<file path="config.mk">
export PLATFORM = sky130hd
export DESIGN_NAME = usr_core
export DESIGN_NICKNAME = d
export VERILOG_FILES = /design/src/core/usr_pkg.sv /design/src/core/usr_core.sv
export SDC_FILE = /design/constraint.sdc
export NUM_CORES = 1
export LEC_CHECK = 0
export ABC_AREA = 1
export BUFFER_PORTS_ARGS = -buffer_cell sky130_fd_sc_hd__buf_4
export CORE_ASPECT_RATIO = 1.4
export CORE_MARGIN = 5
export CORE_UTILIZATION = 30
export CTS_CLUSTER_SIZE = 40
export DETAILED_ROUTE_END_ITERATION = 7
export MAX_ROUTING_LAYER = met4
export SYNTH_ARGS = -nofsm -noshare
export SYNTH_HDL_FRONTEND = slang
export SYNTH_SLANG_ARGS = --single-unit
</file>
<file path="constraint.sdc">
create_clock -name hclk -period 0.8 [get_ports hclk]
set_input_delay 0.04 -clock hclk [delete_from_list [all_inputs] [get_ports hclk]]
set_output_delay 0.04 -clock hclk [all_outputs]
set_load 0.02 [all_outputs]
</file>
<file path="src/core/usr_pkg.sv">
package usr_pkg;

  // Width of the stored word and of the shared pin group.
  localparam int unsigned WORD_W = 8;

  // Register byte addresses on the bus.
  localparam logic [31:0] CTRL_ADDR   = 32'h0000_0000;
  localparam logic [31:0] STATUS_ADDR = 32'h0000_0004;

  // Control register layout and value after reset.
  localparam int unsigned CTRL_STEP_EN_BIT = 0;
  localparam logic [31:0] CTRL_RST         = 32'h0000_0001;

  // Status register layout.
  localparam int unsigned STAT_WORD_LSB  = 0;
  localparam int unsigned STAT_MODE_LSB  = 8;
  localparam int unsigned STAT_DRIVE_BIT = 10;

  // Depth of the synchronisers on pin inputs.
  localparam int unsigned SYNC_STAGES = 2;

  // Reset values of the storage and the pin drivers.
  localparam logic [WORD_W-1:0] WORD_RST   = 8'h00;
  localparam logic [WORD_W-1:0] OE_N_RST   = 8'hff;

  // AHB-Lite encodings used by the slave.
  localparam logic [1:0] HTRANS_IDLE   = 2'h0;
  localparam logic [1:0] HTRANS_NONSEQ = 2'h2;
  localparam logic [2:0] HSIZE_WORD    = 3'h2;
  localparam logic       HRESP_OKAY    = 1'b0;

  // Operating modes, packed as {mode_sel_hi, mode_sel_lo}.
  typedef enum logic [1:0] {
    USR_HOLD  = 2'h0,
    USR_SHR   = 2'h1,
    USR_SHL   = 2'h2,
    USR_LOAD  = 2'h3
  } usr_mode_t;

  // Control pins of the register, as they arrive from outside.
  typedef struct packed {
    logic clk_in;
    logic mode_sel_hi;
    logic mode_sel_lo;
    logic ser_in_right_shift;
    logic ser_in_left_shift;
    logic bus_drive_en1_n;
    logic bus_drive_en2_n;
  } usr_ctl_t;

  // Shared parallel pin group: the driven word and its per-pin enables.
  typedef struct packed {
    logic [WORD_W-1:0] out;
    logic [WORD_W-1:0] oe_n;
  } usr_pins_drv_t;

endpackage : usr_pkg

</file>
<file path="src/core/usr_core.sv">
`timescale 1ns/1ps
// Operation
// - Eight-bit word held in flip-flops; only hold, shift right, shift left, load.
// - Mode selects pick the operation: 00 hold, lo-only right, hi-only left, both load.
// - Besides clear, the word changes only on a rising edge of clk_in.
// - Low clear input empties all stages at once, whatever clock or mode.
// - Clear is asynchronous, active low, on its own pin.
// - Shift right takes the right serial input into stage zero, stages move up.
// - Shift left takes the left serial input into stage seven, stages move down.
// - Each stage drives its own shared pin; load samples those same pins.
// - Stage zero and stage seven always appear on their own serial outputs.
// - Either output enable high releases every shared pin.
// - With pins released, shifting, holding, loading and clear go on as usual.
// - Both mode selects high also release the shared pins.

module usr_core
  import usr_pkg::*;
#(
  parameter int unsigned WIDTH = usr_pkg::WORD_W
) (
  // Bus clock and reset.
  input  wire logic                    hclk,
  input  wire logic                    hresetn,
  // AHB-Lite slave.
  input  wire logic                    hsel,
  input  wire logic [31:0]             haddr,
  input  wire logic [1:0]              htrans,
  input  wire logic                    hwrite,
  input  wire logic [2:0]              hsize,
  input  wire logic [31:0]             hwdata,
  input  wire logic                    hready,
  output logic [31:0]                  hrdata,
  output logic                         hreadyout,
  output logic                         hresp,
  // Register pins.
  input  wire logic                    async_clear_n,
  input  wire usr_pkg::usr_ctl_t       ctl_pins,
  input  wire logic [WIDTH-1:0]        shared_par_pins_in,
  output usr_pkg::usr_pins_drv_t       shared_par_pins_drv,
  // Serial outputs for cascading.
  output logic                         ser_out_stage_first,
  output logic                         ser_out_stage_last
);
  import usr_pkg::*;

  initial begin
    if (WIDTH != WORD_W) begin
      $error("usr_core: WIDTH must equal the package word width");
    end
    if (WIDTH < 2) begin
      $error("usr_core: WIDTH must be at least two for shifting");
    end
  end

  ////////////////////////////////////////////////////////////////////////////
  // Next word for a given mode.

  function automatic logic [WORD_W-1:0] next_word(
    input usr_mode_t         mode,
    input logic [WORD_W-1:0] cur,
    input logic [WORD_W-1:0] pins,
    input logic              ser_r,
    input logic              ser_l
  );
    logic [WORD_W-1:0] res;
    res = cur;
    unique case (mode)
      USR_HOLD: res = cur;
      USR_SHR:  res = {cur[WORD_W-2:0], ser_r};
      USR_SHL:  res = {ser_l, cur[WORD_W-1:1]};
      USR_LOAD: res = pins;
    endcase
    return res;
  endfunction : next_word

  ////////////////////////////////////////////////////////////////////////////
  // Clear handling. Assertion is immediate, release is synchronised so the
  // stages never leave clear close to a clock edge.

  logic       clear_src_n;
  logic [1:0] clear_sync_r;
  logic       stage_rst_n;

  assign clear_src_n = hresetn & async_clear_n;

  always_ff @(posedge hclk or negedge clear_src_n) begin
    if (!clear_src_n) begin
      clear_sync_r <= 2'h0;
    end else begin
      clear_sync_r <= {clear_sync_r[0], 1'b1};
    end
  end

  assign stage_rst_n = clear_sync_r[1];

  ////////////////////////////////////////////////////////////////////////////
  // Pin synchronisers. Control and data pass the same two stages so that
  // the data seen at a detected clk_in edge are the data of that edge.

  localparam int unsigned CTL_W = $bits(usr_ctl_t);

  logic [CTL_W-1:0]  ctl_s1_r;
  logic [CTL_W-1:0]  ctl_s2_r;
  logic [WIDTH-1:0]  pin_s1_r;
  logic [WIDTH-1:0]  pin_s2_r;
  logic              clk_prev_r;

  always_ff @(posedge hclk or negedge hresetn) begin
    if (!hresetn) begin
      ctl_s1_r <= '0;
      ctl_s2_r <= '0;
    end else begin
      ctl_s1_r <= ctl_pins;
      ctl_s2_r <= ctl_s1_r;
    end
  end

  always_ff @(posedge hclk or negedge hresetn) begin
    if (!hresetn) begin
      pin_s1_r <= '0;
      pin_s2_r <= '0;
    end else begin
      pin_s1_r <= shared_par_pins_in;
      pin_s2_r <= pin_s1_r;
    end
  end

  // The edge flop reads the second stage only, so a metastable first stage
  // can never reach the edge detector. It resets low, the idle level of
  // clk_in, so leaving reset does not look like an edge.
  always_ff @(posedge hclk or negedge hresetn) begin
    if (!hresetn) begin
      clk_prev_r <= 1'b0;
    end else begin
      clk_prev_r <= ctl_s2_r[CTL_W-1];
    end
  end

  ////////////////////////////////////////////////////////////////////////////
  // Decoded pin state.

  usr_ctl_t  ctl_sync;
  usr_mode_t mode_sync;
  logic      clk_rise;
  logic      step_en_r;
  logic      step;
  logic      drive_nxt;

  assign ctl_sync  = usr_ctl_t'(ctl_s2_r);
  assign mode_sync = usr_mode_t'({ctl_sync.mode_sel_hi, ctl_sync.mode_sel_lo});
  assign clk_rise  = ctl_sync.clk_in & ~clk_prev_r;
  // A paused register drops edges rather than queueing them, so resuming
  // never replays an old step.
  assign step      = clk_rise & step_en_r;

  // Drivers are on only with both enables low and no load selected.
  assign drive_nxt = ~ctl_sync.bus_drive_en1_n & ~ctl_sync.bus_drive_en2_n
                   & (mode_sync != USR_LOAD);

  ////////////////////////////////////////////////////////////////////////////
  // Storage stages. The pin drivers do not gate them, so released pins
  // leave every operation running.

  logic [WIDTH-1:0] word_r;
  logic [WIDTH-1:0] word_nxt;
  usr_mode_t        last_mode_r;

  assign word_nxt = step ? next_word(mode_sync, word_r, pin_s2_r,
                                     ctl_sync.ser_in_right_shift,
                                     ctl_sync.ser_in_left_shift)
                         : word_r;

  always_ff @(posedge hclk or negedge stage_rst_n) begin
    if (!stage_rst_n) begin
      word_r <= WORD_RST;
    end else begin
      word_r <= word_nxt;
    end
  end

  // The last applied mode is kept for software; it follows honoured edges
  // only, so a mode change without a clk_in edge is not reported.
  always_ff @(posedge hclk or negedge hresetn) begin
    if (!hresetn) begin
      last_mode_r <= USR_HOLD;
    end else if (step) begin
      last_mode_r <= mode_sync;
    end
  end

  ////////////////////////////////////////////////////////////////////////////
  // Pin drivers. Enables are registered so every output leaves a flop.

  logic [WIDTH-1:0] oe_n_r;

  always_ff @(posedge hclk or negedge hresetn) begin
    if (!hresetn) begin
      oe_n_r <= OE_N_RST;
    end else begin
      oe_n_r <= {WIDTH{~drive_nxt}};
    end
  end

  assign shared_par_pins_drv.out  = word_r;
  assign shared_par_pins_drv.oe_n = oe_n_r;
  assign ser_out_stage_first      = word_r[0];
  assign ser_out_stage_last       = word_r[WIDTH-1];

  ////////////////////////////////////////////////////////////////////////////
  // AHB-Lite slave. Zero wait states: reads are decoded in the address
  // phase and registered into the data phase; writes land at the end of
  // the data phase.

  logic        addr_ok;
  logic        wr_req;
  logic        rd_req;
  logic        is_ctrl;
  logic        is_stat;
  logic        wr_pend_r;
  logic [31:0] wr_addr_r;
  logic [31:0] rd_val;
  logic [31:0] hrdata_r;

  assign addr_ok = hsel & hready & (htrans == HTRANS_NONSEQ) & (hsize == HSIZE_WORD);
  assign wr_req  = addr_ok & hwrite;
  assign rd_req  = addr_ok & ~hwrite;
  assign is_ctrl = (haddr == CTRL_ADDR);
  assign is_stat = (haddr == STATUS_ADDR);

  // Status fields. All eight pin enables switch together, so one of them
  // stands for the whole group.
  logic             stat_drive;
  logic [1:0]       stat_mode;
  logic [WIDTH-1:0] stat_word;
  logic [31:0]      ctrl_val;
  logic [31:0]      stat_val;
  logic             wr_ctrl;

  assign stat_drive = ~oe_n_r[0];
  assign stat_mode  = last_mode_r;
  assign stat_word  = word_r;
  assign ctrl_val   = {31'h0, step_en_r};
  assign stat_val   = {21'h0, stat_drive, stat_mode, stat_word};

  // Unmapped addresses read as zero and ignore writes.
  assign rd_val = is_ctrl ? ctrl_val
                : is_stat ? stat_val
                : 32'h0;

  // Write data only arrive in the data phase, so the request is kept
  // until that phase closes.
  always_ff @(posedge hclk or negedge hresetn) begin
    if (!hresetn) begin
      wr_pend_r <= 1'b0;
    end else begin
      wr_pend_r <= wr_req;
    end
  end

  always_ff @(posedge hclk or negedge hresetn) begin
    if (!hresetn) begin
      wr_addr_r <= 32'h0;
    end else if (wr_req) begin
      wr_addr_r <= haddr;
    end
  end

  // Read data stand for the data phase only and fall back to zero, so a
  // stale word never looks like a fresh answer.
  always_ff @(posedge hclk or negedge hresetn) begin
    if (!hresetn) begin
      hrdata_r <= 32'h0;
    end else begin
      hrdata_r <= rd_req ? rd_val : 32'h0;
    end
  end

  assign wr_ctrl = wr_pend_r & (wr_addr_r == CTRL_ADDR);

  // Software may pause the register by ignoring clk_in edges.
  always_ff @(posedge hclk or negedge hresetn) begin
    if (!hresetn) begin
      step_en_r <= CTRL_RST[CTRL_STEP_EN_BIT];
    end else if (wr_ctrl) begin
      step_en_r <= hwdata[CTRL_STEP_EN_BIT];
    end
  end

  assign hrdata    = hrdata_r;
  assign hreadyout = 1'b1;
  assign hresp     = HRESP_OKAY;

endmodule : usr_core

</file>
==> results.tsv, run 1 <==
metric	value	unit
start_kind	register	
antenna_left	0	
grt_pass1_wl	14.6	mm
synthCells	380	
power_frac_comb	22.0	%
cts_sinks	89	
core_area	0.0119	mm^2
p_sw_share	25.6	%
synth_cell_types	24	
hpwl	6.33	mm
critPathMostFrequentCell	nor2_4	
rrSetupSlack	-0.47	ns
syn_area	0.00365	mm^2
drc	0	
cts_buffers	9	
io_buffers	87	
critPathMaxFanout	8	
root_buffer	clkbuf_16	
clk_path_buf_depth	2	
clk_latency	0.33	ns
period_minus_slack	1.27	ns
hold-path-endpoint	wr_addr_r[14]	
grt_usage	13.1	%
die_width	103	um
violations	negative setup slack	
p_per_area	1880	mW/mm^2
drt_iter0_markers	63	
clk_pin_slew_worst_paths	0.06	ns
avgSynthCellArea	9.62	um^2
finalCritPeriodShare	158	%
endpoint_kind	register	
first_pass_iters	4	
nFillCells	1038	
leakagePower	3.00	nW
fin_nets	668	
setup_ws	-0.466	ns
ys_ff_latch	89	
grt_start_max_net_pins	26	
drive_gt1_share	46.6	%
maxCapViolCount	0	
antenna_found_initial	0	
grt-ovfl-total	0	
max_freq	790	MHz
drv_slew	0	
seq_area_frac_synth	61.0	%
slowest_delay	0.54	ns
path_class	register to register	
critPathRequiredTime	1.04	ns
area.growth.synth_to_final	69.4	%
min_from	haddr[14]	
n_antenna_cell	0	
reg2reg_depth	6	
whs_path_depth	4	
clock_power_share	34.8	%
whs	0.00312	ns
r2r-end	stat_word[0]	
p_int	8.68	mW
hold_class	primary input to register	
dieHeight	141	um
pre_cts_ws	-0.533	ns
ios	142	
rsz0062_at_grt	true	
rr_startpoint	step_en_r	
skew	0.00575	ns
critical_path.cell_chain	nand2_2 > nor2_4 > nand2_4 > nand2_8 > nor2_4 > a41oi_2	
p_sw	2.99	mW
fp-row-count	47	
avgRoutedWirePerCell	12.5	um
wirelength	9.09	mm
finalSetupViolCount	44	
cts_tree	built	
synth.area.top_cells	dfrtp_1 (60%), nand2_1 (9.6%), buf_4 (6.8%), nor2_1 (4.4%), o21ai_0 (3.7%)	
avgViaCountPerCell	4.24	
dieArea	0.0145	mm^2
synth_warnings	0	
initial_core_util	30.8	%
num_vias	3089	
grt_pass1_vias	3234	
ir_worst_vdd	1.05	mV
hold_violations	0	
seqPwrFrac	43.2	%
h-tree-depth	3	
place_congestion	0.836	
synth_top_cell_area_share	59.6	%
critPathArrivalTime	1.51	ns
crit_path_top_delay_cell	dfstp_2	
synth.largest_area_cell	dfrtp_1	
power	11.7	mW
status	complete, but fails checks	
==> layout make-up <==
class	count	area (um^2)	area share [%]
sequential	89	2230	36.1
clock buffer	10	229	3.70
multi-input combinational	237	1400	22.6
tap	147	184	2.97
inverter	33	138	2.22
clock inverter	5	57.6	0.930
timing repair buffer	208	1950	31.6
==> through the flow <==
step / std cells / setup TNS (ns) / utilization (%) / cell area (um^2)
finish: 729 / -10.60 / 52.1 / 6190
global route: 729 / -12.86 / 52.1 / 6190
CTS: 725 / -11.13 / 49.9 / 5920
detailed placement: 660 / -16.06 / 41.4 / 4910
global placement: 660 / -14.96 / 41.4 / 4910
floorplan: 402 / -6.75 / - / 3890
==> worst max path at each step <==
stage               depth (start not counted)      start      endpoint  slack, ns
global route                                6  step_en_r  stat_word[4]      -0.54
finish                                      6  step_en_r  stat_word[0]      -0.47
global placement                            6  step_en_r  stat_word[1]      -0.47
detailed placement                          6  step_en_r  stat_word[0]      -0.53
CTS                                         6  step_en_r  stat_word[2]      -0.46
floorplan                                   6  step_en_r  stat_word[0]      -0.41
==> what timing repair did <==
action                                  CTS  global route
hold buffers                             41             0
buffers inserted                          8             3
endpoints found under the hold margin   119             0
endpoints found under the setup margin   52            52
cloned                                    1             1
pin swaps                                 7            30
gates resized for setup                  70            66
==> power groups by stage <==
stage          logic (mW)  clock network [mW]  registers (mW)
6_report             2.56                4.06            5.04
5_1_grt              2.78                4.36            5.08
4_1_cts              2.41                4.19            5.05
3_5_place_dp         1.93                   0            5.12
3_3_place_gp         1.90                   0            5.10
2_1_floorplan       0.810                   0            5.19
==> flip-flops by register name (all words and copies together), names as in the netlist <==
| name | count |
|---|---|
| last_mode_r | 2 |
| step_en_r | 1 |
| ctl_s1_r | 7 |
| oe_n_r | 1 |
| wr_pend_r | 1 |
| pin_s1_r | 8 |
| ctl_s2_r | 7 |
| pin_s2_r | 8 |
| wr_addr_r | 32 |
| hrdata | 11 |
| clear_sync_r | 2 |
| stat_word | 8 |
| clk_prev_r | 1 |
==> cells by family (layout without fill, tap and decap cells) <==
| kind of cell | after synthesis | count (layout) | share of synthesized area (%) |
|---|---|---|---|
| AOI/OAI and AO/OA | 41 | 41 | 6.92 |
| other | 2 | 24 | 0.205 |
| and+or+nand+nor | 171 | 172 | 19.5 |
| buffers and inverters | 77 | 256 | 12.4 |
| DFF | 89 | 89 | 61.0 |
==> worst max-delay path, delay by kind of cell (launching register included) <==
family	cells	cell delay (ns)
flops	1	0.54
simple gates	5	0.50
compound gates	1	0.14
==> layer usage <==
| layer | GRT usage (%) | part of all wire [%] |
|---|---|---|
| met5 | - | 0 |
| met4 | 3.07 | 1.3 |
| met3 | 3.16 | 5.3 |
| met2 | 22.9 | 55 |
| met1 | 15.0 | 39 |
==> placed cells by master (no fill, tap or decap), types with 3 or more instances in the layout <==
| master | count |
|---|---|
| nor2_4 | 15 |
| nand3_1 | 15 |
| inv_1 | 25 |
| clkbuf_16 | 10 |
| o21ai_1 | 9 |
| dlygate4sd3_1 | 41 |
| nor2_1 | 18 |
| o21ai_0 | 17 |
| nand2_2 | 21 |
| buf_6 | 56 |
| nor3_2 | 9 |
| nand2_4 | 5 |
| nor2_2 | 10 |
| inv_2 | 6 |
| clkinv_2 | 3 |
| dfrtp_1 | 85 |
| nor3_1 | 5 |
| o21ai_2 | 10 |
| buf_4 | 105 |
| buf_12 | 5 |
| conb_1 | 24 |
| nand2_1 | 67 |
==> synthesized netlist by cell type <==
cell,n
clkinv_2,1
nand4_1,1
o21ai_2,9
dfrtp_1,87
o21ai_0,27
nor3_4,1
a21oi_1,1
o211ai_1,1
dfstp_2,2
clkbuf_1,3
nor2_1,43
inv_1,32
a41oi_1,2
a211o_1,1
nand2_2,1
buf_8,1
nand2_1,93
buf_4,33
nand3_4,1
buf_6,3
nand3_1,16
buf_2,4
conb_1,2
nor3_1,15
Power figures use the tool's default switching activity.
==> run 2: changes to the inputs <==
--- a/config.mk
+++ b/config.mk
@@ -7,12 +7,16 @@
 export LEC_CHECK = 0
 export ABC_AREA = 1
 export BUFFER_PORTS_ARGS = -buffer_cell sky130_fd_sc_hd__buf_4
+export CELL_PAD_IN_SITES_DETAIL_PLACEMENT = 0
+export CELL_PAD_IN_SITES_GLOBAL_PLACEMENT = 2
 export CORE_ASPECT_RATIO = 1.4
-export CORE_MARGIN = 5
-export CORE_UTILIZATION = 30
+export CORE_MARGIN = 1
+export CORE_UTILIZATION = 25
 export CTS_CLUSTER_SIZE = 40
 export DETAILED_ROUTE_END_ITERATION = 7
 export MAX_ROUTING_LAYER = met4
+export PLACE_DENSITY_LB_ADDON = 0.1
+export SLEW_MARGIN = 10
 export SYNTH_ARGS = -nofsm -noshare
 export SYNTH_HDL_FRONTEND = slang
 export SYNTH_SLANG_ARGS = --single-unit
==> results.tsv, run 2 (synthesis results as in run 1) <==
metric	value	unit
die_width	104	um
start_kind	register	
avgViaCountPerCell	4.03	
grt_usage	13.3	%
grt-ovfl-total	0	
skew	0.00841	ns
dieHeight	145	um
rsz0062_at_grt	true	
drv_slew	0	
fp-row-count	51	
p_int	8.80	mW
max_freq	820	MHz
core_area	0.0141	mm^2
p_sw_share	26.0	%
clk_latency	0.34	ns
grt_pass1_vias	3202	
antenna_found_initial	0	
cts_buffers	9	
path_class	register to register	
ir_worst_vdd	1.04	mV
setup_ws	-0.420	ns
io_buffers	87	
status	complete, but fails checks	
cts_sinks	89	
drive_gt1_share	47.3	%
hpwl	6.23	mm
n_antenna_cell	0	
p_per_area	1870	mW/mm^2
drc	0	
first_pass_iters	4	
violations	negative hold slack, negative setup slack	
cts_tree	built	
grt_start_max_net_pins	43	
layout_commonest_cell	buf_4	
dieArea	0.0151	mm^2
h-tree-depth	3	
ios	142	
postLayoutCellArea	0.00634	mm^2
antenna_left	0	
leakagePower	3.01	nW
seqPwrFrac	42.5	%
fin_nets	666	
top_register	wr_addr_r	
num_vias	3090	
clk_pin_slew_worst_paths	0.06	ns
hold_class	primary input to register	
placed_cell_area	0.00490	mm^2
clk_path_buf_depth	2	
initial_core_util	25.9	%
place_congestion	0.729	
p_sw	3.09	mW
final_cell_mix	buf_4 (91), dfrtp_1 (87), nand2_1 (64)	
power_frac_comb	21.7	%
clock_power_share	35.8	%
critPathRequiredTime	1.06	ns
drt_iter0_markers	67	
wirelength	9.33	mm
critPathMaxFanout	8	
grt_pass1_wl	15.3	mm
maxCapViolCount	0	
finalCritPeriodShare	152	%
area.growth.synth_to_final	73.6	%
endpoint_kind	register	
finalSetupViolCount	43	
avgRoutedWirePerCell	12.2	um
period_minus_slack	1.22	ns
largest_reg_flops	32	
root_buffer	clkbuf_16	
hold_violations	1	
critPathArrivalTime	1.48	ns
whs	-0.00638	ns
==> run 2: cell count changes in the layout (fill, tap and decap cells not counted), sizes merged <==
cell | previous run | this run
clkbuf | 11 | 13
dlygate4sd3 | 41 | 44
nand2 | 95 | 96
clkinv | 5 | 2
inv | 32 | 33
buf | 166 | 160
clkinvlp | 0 | 1
==> run 2: layout make-up <==
| type | count | area, um^2 |
|---|---|---|
| clock inverter | 4 | 51.3 |
| clock buffer | 12 | 246 |
| fill | 1360 | 7760 |
| inverter | 33 | 138 |
| tap | 185 | 231 |
| multi-input combinational | 238 | 1470 |
| timing repair buffer | 205 | 1980 |
| sequential | 89 | 2230 |
==> run 2: through the flow <==
step / util [%] / total power [mW] / worst slack [ns] / instances / TNS [ns]
global placement: 34.7 / 7.01 / -0.467 / 690 / -17.44
floorplan: - / 6.00 / -0.413 / 402 / -6.75
global route: 45.0 / 12.4 / -0.510 / 766 / -12.64
CTS: 42.3 / 11.8 / -0.467 / 761 / -10.93
finish: 45.0 / 11.9 / -0.420 / 766 / -10.56
detailed placement: 34.7 / 7.02 / -0.505 / 690 / -18.08
==> run 2: metal layers <==
metal	part of all wire (%)	vias up	global-route usage [%]
met3	3.4	15	1.80
met5	0	-	-
met2	54	74	23.3
li1	-	1521	-
met4	2.4	0	6.71
met1	40	1480	14.8
==> run 2: final timing paths <==
check                      cells after the start       startpoint           end  slack (ns)
max                                            6        step_en_r  stat_word[0]       -0.42
min                                            4         haddr[0]  wr_addr_r[0]      -0.006
max reg2reg                                    6        step_en_r  stat_word[0]       -0.42
min reg2reg                                    0  clear_sync_r[1]  stat_word[1]        0.16
max in group asynchronous                      3          hresetn     step_en_r        0.19
min in group asynchronous                      2          hresetn   ctl_s2_r[2]        0.07
==> run 2: power by group through the flow <==
stage / Sequential (mW) / Clock [mW] / Combinational (mW)
floorplan: 5.19 / 0 / 0.810
global placement: 5.11 / 0 / 1.91
detailed placement: 5.11 / 0 / 1.91
CTS: 5.05 / 4.36 / 2.40
global route: 5.09 / 4.53 / 2.79
finish: 5.05 / 4.26 / 2.58
==> run 2: critical path, cell delays in order, from the launching register on <==
cell     delay (ns)
dfstp_2        0.53
nand2_2        0.06
nor2_4         0.15
nand2_4        0.11
nand2_8        0.12
nor2_2         0.04
a41oi_2        0.13
==> run 2: what timing repair did <==
action,CTS,global route
endpoints found under the setup margin,52,56
hold buffers,44,0
cloned,1,2
hold endpoints to repair,123,0
pin swaps,9,37
buffers inserted,10,4
resized for setup,72,92
